--- src/design/tcrc_pkg.sv ---
// constants and types for the transceiver reset and clocking control
package tcrc_pkg;
   localparam int NUM_CHAN    = 4;
   localparam int NUM_RX_PLL  = NUM_CHAN;
   localparam int NUM_STAGE   = 17;
   localparam int NUM_RX_CLK  = 5;
   // stage bit positions in a channel reset vector
   localparam int ST_TX_PCOMP = 0;
   localparam int ST_TX_ENC   = 1;
   localparam int ST_TX_SER   = 2;
   localparam int ST_TX_ANA   = 3;
   localparam int ST_TX_PLL   = 4;
   localparam int ST_TX_XAUI  = 5;
   localparam int ST_BIST_GEN = 6;
   localparam int ST_RX_DESER = 7;
   localparam int ST_RX_ALIGN = 8;
   localparam int ST_RX_DESKW = 9;
   localparam int ST_RX_RMAT  = 10;
   localparam int ST_RX_DEC   = 11;
   localparam int ST_RX_PCOMP = 12;
   localparam int ST_RX_CRU   = 13;
   localparam int ST_RX_XAUI  = 14;
   localparam int ST_BIST_VER = 15;
   localparam int ST_RX_ANA   = 16;
   // receive stage clock select positions: 1 = parallel clock, 0 = recovered clock
   localparam int RC_ALIGN    = 0;
   localparam int RC_DESKW    = 1;
   localparam int RC_RMAT     = 2;
   localparam int RC_DEC      = 3;
   localparam int RC_PCOMP    = 4;
   typedef logic [NUM_STAGE-1:0]  tcrc_stage_t;
   typedef logic [NUM_RX_CLK-1:0] tcrc_rxclk_t;
   localparam tcrc_stage_t ST_ONE = tcrc_stage_t'(1);
   localparam tcrc_stage_t TX_DIG_MASK = (ST_ONE << ST_TX_PCOMP) | (ST_ONE << ST_TX_ENC)
                                       | (ST_ONE << ST_TX_XAUI) | (ST_ONE << ST_BIST_GEN);
   localparam tcrc_stage_t RX_DIG_MASK = (ST_ONE << ST_RX_ALIGN) | (ST_ONE << ST_RX_RMAT)
                                       | (ST_ONE << ST_RX_DEC) | (ST_ONE << ST_RX_PCOMP)
                                       | (ST_ONE << ST_RX_XAUI) | (ST_ONE << ST_BIST_VER);
   localparam tcrc_stage_t RX_ANA_MASK = (ST_ONE << ST_RX_DESER) | (ST_ONE << ST_RX_CRU)
                                       | (ST_ONE << ST_RX_ANA);
   localparam tcrc_stage_t TX_HOLD_MASK = (ST_ONE << ST_TX_SER) | (ST_ONE << ST_TX_ANA)
                                        | (ST_ONE << ST_TX_PLL);
   localparam tcrc_rxclk_t RXC_ONE = tcrc_rxclk_t'(1);
   localparam tcrc_rxclk_t RX_CLK_RM_SEL = (RXC_ONE << RC_RMAT) | (RXC_ONE << RC_DEC)
                                         | (RXC_ONE << RC_PCOMP);
   localparam tcrc_rxclk_t RX_CLK_NORM_SEL = '0;
   typedef enum logic [2:0] {
      MODE_BASIC, MODE_GIGE, MODE_XAUI, MODE_PIPE, MODE_SRIO, MODE_SDI
   } tcrc_mode_t;
   typedef enum logic [1:0] {
      REF_PIN_A, REF_PIN_B, REF_FABRIC, REF_INTER_BLK
   } tcrc_ref_t;
   localparam tcrc_ref_t REF_RST = REF_PIN_A;
   // per mode, indexed by the mode code
   localparam logic [7:0] RM_MODE_MAP = 8'h0e;
   localparam logic [7:0] BS_MODE_MAP = 8'h0d;
   // serial clock runs at half the data rate; parallel word is ten bits
   localparam int SER_CLK_DIV  = 2;
   localparam int PAR_WIDTH    = 10;
   localparam int PAR_DIV      = PAR_WIDTH / SER_CLK_DIV;
   localparam int BYTE_SER_DIV = 2;
   localparam int DIV_W        = 4;
   localparam logic [DIV_W-1:0] DIV_PLAIN    = DIV_W'(PAR_DIV);
   localparam logic [DIV_W-1:0] DIV_BYTE_SER = DIV_W'(PAR_DIV * BYTE_SER_DIV);
endpackage : tcrc_pkg

--- src/design/tcrc_chan_if.sv ---
// per channel control and stage steering between the block and one channel unit
interface tcrc_chan_if;
   import tcrc_pkg::*;
   logic        tx_dig;
   logic        rx_ana;
   logic        rx_dig;
   logic        pd;
   logic        rm_used;
   tcrc_stage_t stage_rst;
   tcrc_rxclk_t clk_sel;
   logic        clkout_en;
   logic        rx_pll_en;
   modport ctl  (output tx_dig, rx_ana, rx_dig, pd, rm_used,
                 input  stage_rst, clk_sel, clkout_en, rx_pll_en);
   modport chan (input  tx_dig, rx_ana, rx_dig, pd, rm_used,
                 output stage_rst, clk_sel, clkout_en, rx_pll_en);
endinterface : tcrc_chan_if

--- src/design/tcrc_top.sv ---
// block top: power down, pll enables, reference select, parallel clock divider, channels
// Notes on behaviour
// - each channel has separate transmit digital, receive analog, receive digital resets.
// - transmit digital reset clears tx buffer, encoder, xaui machine, test generators only.
// - receive digital reset clears aligner, rate matcher, decoder, rx buffer, verifiers.
// - receive analog reset clears deserializer, receive pll and recovery, analog only.
// - power down input or dropped enable shuts every stage of every channel.
// - one transmit pll for the block and one receive pll per channel.
// - transmit pll gives half rate serial clock; byte serializer adds divide by two.
// - clock divider makes parallel clock, forwarded per channel or as shared core clock.
// - with rate matcher, recovered clock to matcher, parallel clock afterwards.
// - without rate matcher, recovered clock drives all receive logic to the buffer.
// - reference from two pins, fabric or inter block; fabric only straight from pin.
// - recovered clock forwarded to fabric only when no rate matcher is used.
module tcrc_top
   import tcrc_pkg::*;
(
   // clock and reset
   input  wire logic                   sys_clk_i,
   input  wire logic                   rst_n_i,
   // configuration
   input  wire tcrc_pkg::tcrc_mode_t   mode_i,
   input  wire tcrc_pkg::tcrc_ref_t    ref_sel_i,
   input  wire logic                   fabric_ref_from_pin_i,
   // per channel resets
   input  wire logic [3:0]             tx_dig_rst_i,
   input  wire logic [3:0]             rx_ana_rst_i,
   input  wire logic [3:0]             rx_dig_rst_i,
   // block power
   input  wire logic                   blk_powerdown_i,
   input  wire logic                   blk_enable_i,
   input  wire logic                   cal_pd_i,
   input  wire logic                   link_busy_i,
   // channel stage control
   output logic [3:0][16:0]            stage_rst_o,
   output logic [3:0][4:0]             rx_clk_sel_o,
   output logic [3:0]                  rx_pll_en_o,
   output logic [3:0]                  rx_clkout_en_o,
   // block clocking
   output logic                        tx_pll_en_o,
   output logic                        par_clk_tick_o,
   output logic [3:0]                  tx_clkout_en_o,
   output logic                        coreclkout_en_o,
   output tcrc_pkg::tcrc_ref_t         ref_sel_o,
   output logic                        ref_sel_err_o,
   output logic                        fixedclk_req_o,
   // calibration
   output logic                        cal_pd_o,
   output logic                        cal_pd_hazard_o
);
   import tcrc_pkg::*;

   typedef struct packed {
      tcrc_stage_t [NUM_CHAN-1:0] stage_rst;
      tcrc_rxclk_t [NUM_CHAN-1:0] clk_sel;
      logic [NUM_RX_PLL-1:0]      rx_pll_en;
      logic [NUM_CHAN-1:0]        rx_clkout_en;
      logic                       tx_pll_en;
      logic [DIV_W-1:0]           div_cnt;
      logic [DIV_W-1:0]           div_per;
      logic                       tick;
      logic [NUM_CHAN-1:0]        tx_clkout_en;
      logic                       core_en;
      tcrc_ref_t                  ref_sel;
      logic                       ref_err;
      logic                       fixedclk_req;
      logic                       cal_pd;
      logic                       cal_hazard;
   } tcrc_top_st_t;

   localparam tcrc_top_st_t TOP_RST = '{
      stage_rst: '1, clk_sel: '0, rx_pll_en: '0, rx_clkout_en: '0, tx_pll_en: 1'b0,
      div_cnt: '0, div_per: DIV_PLAIN, tick: 1'b0, tx_clkout_en: '0, core_en: 1'b0,
      ref_sel: REF_RST, ref_err: 1'b0, fixedclk_req: 1'b0, cal_pd: 1'b0,
      cal_hazard: 1'b0};

   tcrc_top_st_t st_q;
   tcrc_top_st_t st_d;

   logic             pd_w;
   logic             rm_w;
   logic             bs_w;
   logic             bonded_w;
   logic [DIV_W-1:0] per_w;
   tcrc_stage_t      chan_rst_w [NUM_CHAN];
   tcrc_rxclk_t      chan_sel_w [NUM_CHAN];
   logic             chan_fwd_w [NUM_CHAN];
   logic             chan_pll_w [NUM_CHAN];

   // block shutdown from either power input
   assign pd_w     = blk_powerdown_i || !blk_enable_i;
   assign rm_w     = RM_MODE_MAP[mode_i];
   assign bs_w     = BS_MODE_MAP[mode_i];
   assign bonded_w = (mode_i == MODE_XAUI);
   assign per_w    = bs_w ? DIV_BYTE_SER : DIV_PLAIN;

   tcrc_chan_if cif [NUM_CHAN] ();

   // one receive pll and stage map per channel
   for (genvar g = 0; g < NUM_CHAN; g++) begin : g_chan
      assign cif[g].tx_dig  = tx_dig_rst_i[g];
      assign cif[g].rx_ana  = rx_ana_rst_i[g];
      assign cif[g].rx_dig  = rx_dig_rst_i[g];
      assign cif[g].pd      = pd_w;
      assign cif[g].rm_used = rm_w;
      assign chan_rst_w[g]  = cif[g].stage_rst;
      assign chan_sel_w[g]  = cif[g].clk_sel;
      assign chan_fwd_w[g]  = cif[g].clkout_en;
      assign chan_pll_w[g]  = cif[g].rx_pll_en;
      tcrc_chan u_chan (
         .sys_clk_i (sys_clk_i),
         .rst_n_i   (rst_n_i),
         .bus       (cif[g])
      );
   end

   always_comb begin
      st_d = st_q;
      for (int c = 0; c < NUM_CHAN; c++) begin
         st_d.stage_rst[c]    = chan_rst_w[c];
         st_d.clk_sel[c]      = chan_sel_w[c];
         st_d.rx_clkout_en[c] = chan_fwd_w[c];
         st_d.rx_pll_en[c]    = chan_pll_w[c];
      end
      // the single transmit pll serves the whole block
      st_d.tx_pll_en = !pd_w;
      // parallel clock divider; restarts when the ratio changes
      st_d.div_per = per_w;
      st_d.tick    = 1'b0;
      if (pd_w || (per_w != st_q.div_per)) begin
         st_d.div_cnt = '0;
      end else if (st_q.div_cnt == (per_w - DIV_W'(1))) begin
         st_d.div_cnt = '0;
         st_d.tick    = 1'b1;
      end else begin
         st_d.div_cnt = st_q.div_cnt + DIV_W'(1);
      end
      // bonded mode shares one core clock, otherwise each channel forwards its own
      st_d.core_en      = !pd_w && bonded_w;
      st_d.tx_clkout_en = (pd_w || bonded_w) ? '0 : '1;
      // fabric source accepted only when it comes straight from an input pin
      if ((ref_sel_i == REF_FABRIC) && !fabric_ref_from_pin_i) begin
         st_d.ref_err = 1'b1;
      end else begin
         st_d.ref_sel = ref_sel_i;
         st_d.ref_err = 1'b0;
      end
      st_d.fixedclk_req = !pd_w && (mode_i == MODE_PIPE);
      st_d.cal_pd       = cal_pd_i;
      st_d.cal_hazard   = cal_pd_i && link_busy_i;
   end

   always_ff @(posedge sys_clk_i or negedge rst_n_i) begin
      if (!rst_n_i) begin
         st_q <= TOP_RST;
      end else begin
         st_q <= st_d;
      end
   end

   always_comb begin
      for (int c = 0; c < NUM_CHAN; c++) begin
         stage_rst_o[c]  = st_q.stage_rst[c];
         rx_clk_sel_o[c] = st_q.clk_sel[c];
      end
   end

   assign rx_pll_en_o     = st_q.rx_pll_en;
   assign rx_clkout_en_o  = st_q.rx_clkout_en;
   assign tx_pll_en_o     = st_q.tx_pll_en;
   assign par_clk_tick_o  = st_q.tick;
   assign tx_clkout_en_o  = st_q.tx_clkout_en;
   assign coreclkout_en_o = st_q.core_en;
   assign ref_sel_o       = st_q.ref_sel;
   assign ref_sel_err_o   = st_q.ref_err;
   assign fixedclk_req_o  = st_q.fixedclk_req;
   assign cal_pd_o        = st_q.cal_pd;
   assign cal_pd_hazard_o = st_q.cal_hazard;
endmodule : tcrc_top

--- src/design/tcrc_chan.sv ---
// one channel: reset map to stages, receive clock steering, recovered clock forward
module tcrc_chan (
   // clock and reset
   input wire logic sys_clk_i,
   input wire logic rst_n_i,
   // block side
   tcrc_chan_if.chan bus
);
   import tcrc_pkg::*;

   typedef struct packed {
      tcrc_stage_t rst;
      tcrc_rxclk_t clk_sel;
      logic        clkout_en;
      logic        rx_pll_en;
   } tcrc_chan_st_t;

   localparam tcrc_chan_st_t CHAN_RST = '{rst: '1, clk_sel: '0, clkout_en: 1'b0,
                                          rx_pll_en: 1'b0};

   tcrc_chan_st_t st_q;
   tcrc_chan_st_t st_d;

   always_comb begin
      st_d = st_q;
      st_d.rst = '0;
      if (bus.tx_dig) begin
         st_d.rst = st_d.rst | TX_DIG_MASK;
      end
      if (bus.rx_dig) begin
         st_d.rst = st_d.rst | RX_DIG_MASK;
      end
      if (bus.rx_ana) begin
         st_d.rst = st_d.rst | RX_ANA_MASK;
      end
      if (bus.pd) begin
         st_d.rst = '1;
      end
      st_d.clk_sel   = bus.rm_used ? RX_CLK_RM_SEL : RX_CLK_NORM_SEL;
      st_d.clkout_en = !bus.rm_used && !bus.pd;
      st_d.rx_pll_en = !bus.rx_ana && !bus.pd;
   end

   always_ff @(posedge sys_clk_i or negedge rst_n_i) begin
      if (!rst_n_i) begin
         st_q <= CHAN_RST;
      end else begin
         st_q <= st_d;
      end
   end

   assign bus.stage_rst = st_q.rst;
   assign bus.clk_sel   = st_q.clk_sel;
   assign bus.clkout_en = st_q.clkout_en;
   assign bus.rx_pll_en = st_q.rx_pll_en;
endmodule : tcrc_chan

--- config.mk ---
export PLATFORM = sky130hd
export DESIGN_NAME = tcrc_top
export DESIGN_NICKNAME = d
export VERILOG_FILES = /design/src/design/tcrc_pkg.sv /design/src/design/tcrc_chan_if.sv /design/src/design/tcrc_top.sv /design/src/design/tcrc_chan.sv
export SDC_FILE = /design/constraint.sdc
export NUM_CORES = 1
export LEC_CHECK = 0
export BUFFER_PORTS_ARGS = -buffer_cell sky130_fd_sc_hd__buf_4
export CORE_MARGIN = 2
export CORE_UTILIZATION = 40
export CTS_BUF_LIST = sky130_fd_sc_hd__clkbuf_4 sky130_fd_sc_hd__clkbuf_8 sky130_fd_sc_hd__clkbuf_16
export DETAILED_ROUTE_END_ITERATION = 10
export GPL_ROUTABILITY_DRIVEN = 0
export PLACE_DENSITY = 0.81
export REMOVE_ABC_BUFFERS = 1
export SYNTH_ARGS = -nofsm -noshare
export SYNTH_HDL_FRONTEND = slang
export SYNTH_SLANG_ARGS = --single-unit
--- constraint.sdc ---
create_clock -name sys_clk_i -period 1.46 [get_ports sys_clk_i]
set_clock_uncertainty 0.2 [all_clocks]
set_input_delay 0.292 -clock sys_clk_i [delete_from_list [all_inputs] [get_ports sys_clk_i]]
set_output_delay 0.292 -clock sys_clk_i [all_outputs]
set_load 0.01 [all_outputs]
# Word level (Yosys, flattened, before mapping)
# Memory sizes are Yosys's and may differ from the RTL's.
# Index checks and enable logic that the tools add are counted.
# totals
regBits	177
romBits	16
in_bits	24
output_inout_bits	109
wordCells	84
n_memories	2
# op_classes
addsub	2
order_cmp	1
n_eq_ne	5
n_mux	26
reduce_logical	20
# memory_table
memory	depth	width	read_ports	rd_ports_with_merged_regs	wr	line_no	source
(no name shown)	8	1	1	0	0	tcrc_top.sv:93	assign bs_w = BS_MODE_MAP[mode_i];
(no name shown)	8	1	1	0	0	tcrc_top.sv:92	assign rm_w = RM_MODE_MAP[mode_i];
# op_table
cell	count
$mux 17	8
$mux 16	4
$mux 7	4
$mux 4	4
$logic_and 1x1->1	9
$logic_not 1->1	8
$eq 3x2->1 const B	2
$mux 1	5
$mux 5	1
$add 4x1->4 const B	1
$eq 4x4->1	1
$lt 3x4->1 const B	1
$ne 4x4->1	1
$sub 4x1->4 const B	1
$logic_or 1x1->1	3
$eq 2x2->1 const B	1

# Longest topological paths before layout
# depth
depth_word	7
depth_mapped	5
ltp_nobuf	4

# Modules after synthesis
# Synthesis repeated with hierarchy kept, for this count alone.
# unflattened
hier_cells	369
area_unflattened_um2	5263.8
# by_module_without_submodules
module	instances	cells_each	area_each_um2	seq_area_each_um2
tcrc_top	1	249	3912.5	2889.0
tcrc_chan	4	30	337.8	180.2

# Least setup slack after synthesis
# OpenSTA, ideal clock, no wires.
# synth_path
kind	reg-to-reg
startpoint	register st_q[16] (netlist name)
endpoint	register st_q[16] (netlist name)
setup_ns	0.128
arrival_ns	1.148
slack_ns	-0.017
path_stages_with_launch	4
path_buffers	0
period_less_slack_ns	1.477
cell_sequence	dfrtp_1 or4b_1 o211ai_2 a21oi_1
# synth_lines
item	line_no	source
start, declared	tcrc_top.sv:77	tcrc_top_st_t st_q;
start signal, assigned	tcrc_top.sv:157	st_q <= st_d;

==> results by group <==
Layout
  – Sequential Area: ~1400 um2
  – Share of cells above drive strength 1: 0.6813
  – Nets: approximately 300
  – Final Instance Area: 3443 um2
  – Commonest non-fill, non-tap cell in the layout: buf_6
  – Area grow syn2layout: 37.53%
  – Non-Filler Instances: 348
  – FILL cells: 472
  – Multi-input combinational cell area: 397.9 um2
  – Commonest non-fill, non-tap cells in the layout: buf_6, buf_4, dfstp_2
  – Diode count: 0

Clock tree
  – Reg clk slew, reported paths: 0.10 ns
  – CTS root buf: clkbuf_8
  – Clock tree sinks: 54
  – TritonCTS Buffers: 5
  – H-tree depth: 2
  – CTS max path bufs: 2
  – TritonCTS clock tree: done
  – Worst-Skew Late Latency: 0.30 ns

Power and ir drop
  – Worst IR Drop VDD: 0.4298 mV
  – Switching Share: 0.2427
  – Lkg Pwr: 0.001657 uW
  – Total Power: 2971 uW
  – Reg power frac: 0.547
  – Switching power: 721.1 uW
  – P_int: ~2300 uW
  – Pwr dens: 862.9 nW/um2
  – Combinational fraction of design power: 0.180
  – Clock power share: 0.273

Route
  – Vias/cell: around 4.2
  – Per-cell routed wire length: around 13 um
  – Total Wirelength: 4579 um
  – # DRC: 0
  – Total number of vias: 1455
  – Initial DRC count: 36
  – 1st-pass router iterations: 2
  – Post-DRT Antenna Nets: 0

Worst setup path
  – Cells along the critical path: buf_6 > buf_4
  – CP Capture Type: output port
  – RR Startpoint: st_q[16]$_DFF_PN0_
  – CP endpoint: stage_rst_o[53]
  – WP data required: roughly 0.97 ns
  – Reg2Reg Depth: 3
  – Critical path class: flop to output port
  – R2r setup slk: -0.08 ns
  – Element type at the critical path start: flop
  – Worst Path Max Fanout: 8
  – CP max-delay cell: dfstp_2
  – Crit path DAT: approximately 1.1 ns
  – Worst path max stage delay: 0.56 ns
  – RR Endpoint: st_q[18]$_DFF_PN0_
  – Timing startpoint of the critical path: stage_rst_o[60]$_DFF_PN1_

STA
  – Max-slew violations: 0
  – FMAX: 625.8 MHz
  – Final period util: 1.095
  – Worst setup margin: -0.1380 ns
  – RSZ-0062 raised after global routing: true
  – Final critical-path required period: 1.598 ns
  – Final hold violation count: 0
  – Setup-failing EPs final: 83
  – WHS: 0.01215 ns

Floorplanning
  – Die Wd: around 83 um
  – Core area: 5991 um2
  – I/O pin count: 133
  – Initial core utilization: 0.4179
  – # rows: 28
  – Die Height: 83.12 um
  – Die area: 6908 um2

Synth
  – Synth area leaders: buf_4, dfstp_2, dfrtp_1, nand2b_1, inv_1
  – Synthesized cell area: 2504 um2
  – Yosys cell types: 30
  – Yosys reg bits: 54
  – Synth top area share: 0.3058
  – Biggest area consumer among synthesized cells: buf_4
  – Mean Syn Cell Area: roughly 12 um2
  – YS warnings: 0
  – Synthesized instance count: 210
  – Sequential element share of the synthesized area: 0.5532

Placed design
  – Placed wire-length estimate: 3040 um
  – Dpl ws: -0.09948 ns
  – DP Cell Count: between 300 and 400
  – Placed instance area: 2849 um2
  – Buffers on Ports: 124

Global routing
  – Vias in the first global route: 1512
  – First-pass GRT wire length: around 7300 um
  – GR Overflow Total: 0
  – GR Util All Layers: 0.1305
  – Initial antenna violation count: 0
  – Largest net degree at the start of global routing: 55

Job
  – Max-cap viol count: 0

Outcome
  – Status: finished, violations left
  – Failing checks: negative setup slack

Hold path
  – Hold Startpoint: rx_ana_rst_i[2]
  – HP Class: input port to flop
[per-layer routing]
metal | global-route usage | vias up | part of all wire
li1 | - | 666 | -
met1 | 0.1391 | 693 | 0.35
met2 | 0.2419 | 91 | 0.55
met3 | 0.05070 | 5 | 0.090
met4 | 0.02981 | 0 | 0.0068
met5 | 0 | - | 0
[timing repair]
item,4_1_cts,5_1_grt
hold buffers,15,0
setup buffers,3,2
pin swaps,0,2
endpoints found under the setup margin,85,85
endpoints found under the hold margin,42,0
gates resized for setup,63,22
[Yosys cell counts (all sizes together)]
library cell  instances
nor4bb                2
conb                  1
o21ai                 1
or2                   1
xnor2                 1
nor2                  7
or4b                  1
o31a                  1
dfstp                27
a21boi                1
nand3                 1
o211ai                1
buf                 103
nor3                  3
and2                  1
dfrtp                27
nor3b                 1
a31o                  1
nand2b               11
xor2                  1
ha                    1
a21oi                 3
inv                   8
or4                   1
nand4bb               1
nor2b                 2
o2bb2ai               1
[cell type report]
class	instances	area share
Multi-Input combinational cell	52	0.1156
Clock buffer	6	0.02217
Inverter	8	0.008721
Sequential cell	54	0.4030
Tap cell	75	0.02725
Clock inverter	2	0.004360
Timing Repair Buffer	151	0.4190
[worst min path at each step]
stage | to | slack [ns] | depth (start not counted)
after global placement | ref_sel_o[1]$_DFFE_PN0N_ | 0.08 | 2
after floorplan | cal_pd_hazard_o$_DFF_PN0_ | -0.20 | 0
after global routing | g_chan[1].u_chan.bus.stage_rst[13]$_DFF_PN1_ | 0.002 | 2
after detailed placement | ref_sel_o[1]$_DFFE_PN0N_ | 0.09 | 2
after CTS | g_chan[2].u_chan.bus.stage_rst[13]$_DFF_PN1_ | 0.004 | 2
final | g_chan[2].u_chan.bus.stage_rst[13]$_DFF_PN1_ | 0.01 | 2
[per-stage QoR]
stage,utilization,TNS [ns]
detailed placement,0.4756,-0.3585
floorplan,-,-1.336
global placement,0.4756,-0.09347
finish,0.5748,-5.579
global route,0.5748,-9.614
CTS,0.5595,-6.072
[state kept, by name (all words and copies together) (netlist names), 2 cells and up]
name	cells
g_chan.u_chan.bus.stage_rst	13
stage_rst_o	13
st_q	6
g_chan.u_chan.bus.rx_pll_en	4
rx_pll_en_o	4
ref_sel_o	2
[logic make-up after synthesis]
kind of cell,synth area share
buffers and inverters,0.3198
flip-flops,0.5532
AND/OR/NAND/NOR,0.08546
AO/OA/AOI/OAI,0.02798
XOR/XNOR,0.006998
adder cells (fa/ha/maj),0.004997
other,0.001498
[critical path: cells and delay by family, from the launching register on]
family                 cells  cell delay [ns]
flip-flops                 1             0.56
buffers and inverters      2             0.24
[power groups by stage]
| stage | combinational (uW) | clock [uW] | sequential (uW) |
|---|---|---|---|
| after global routing | 570 | 934 | 1640 |
| after floorplan | 51.8 | 0 | 1710 |
| after global placement | 413 | 0 | 1640 |
| final | 534 | 811 | 1630 |
| after CTS | 505 | 852 | 1630 |
| after detailed placement | 421 | 0 | 1650 |
Power figures use the tool's default switching activity.
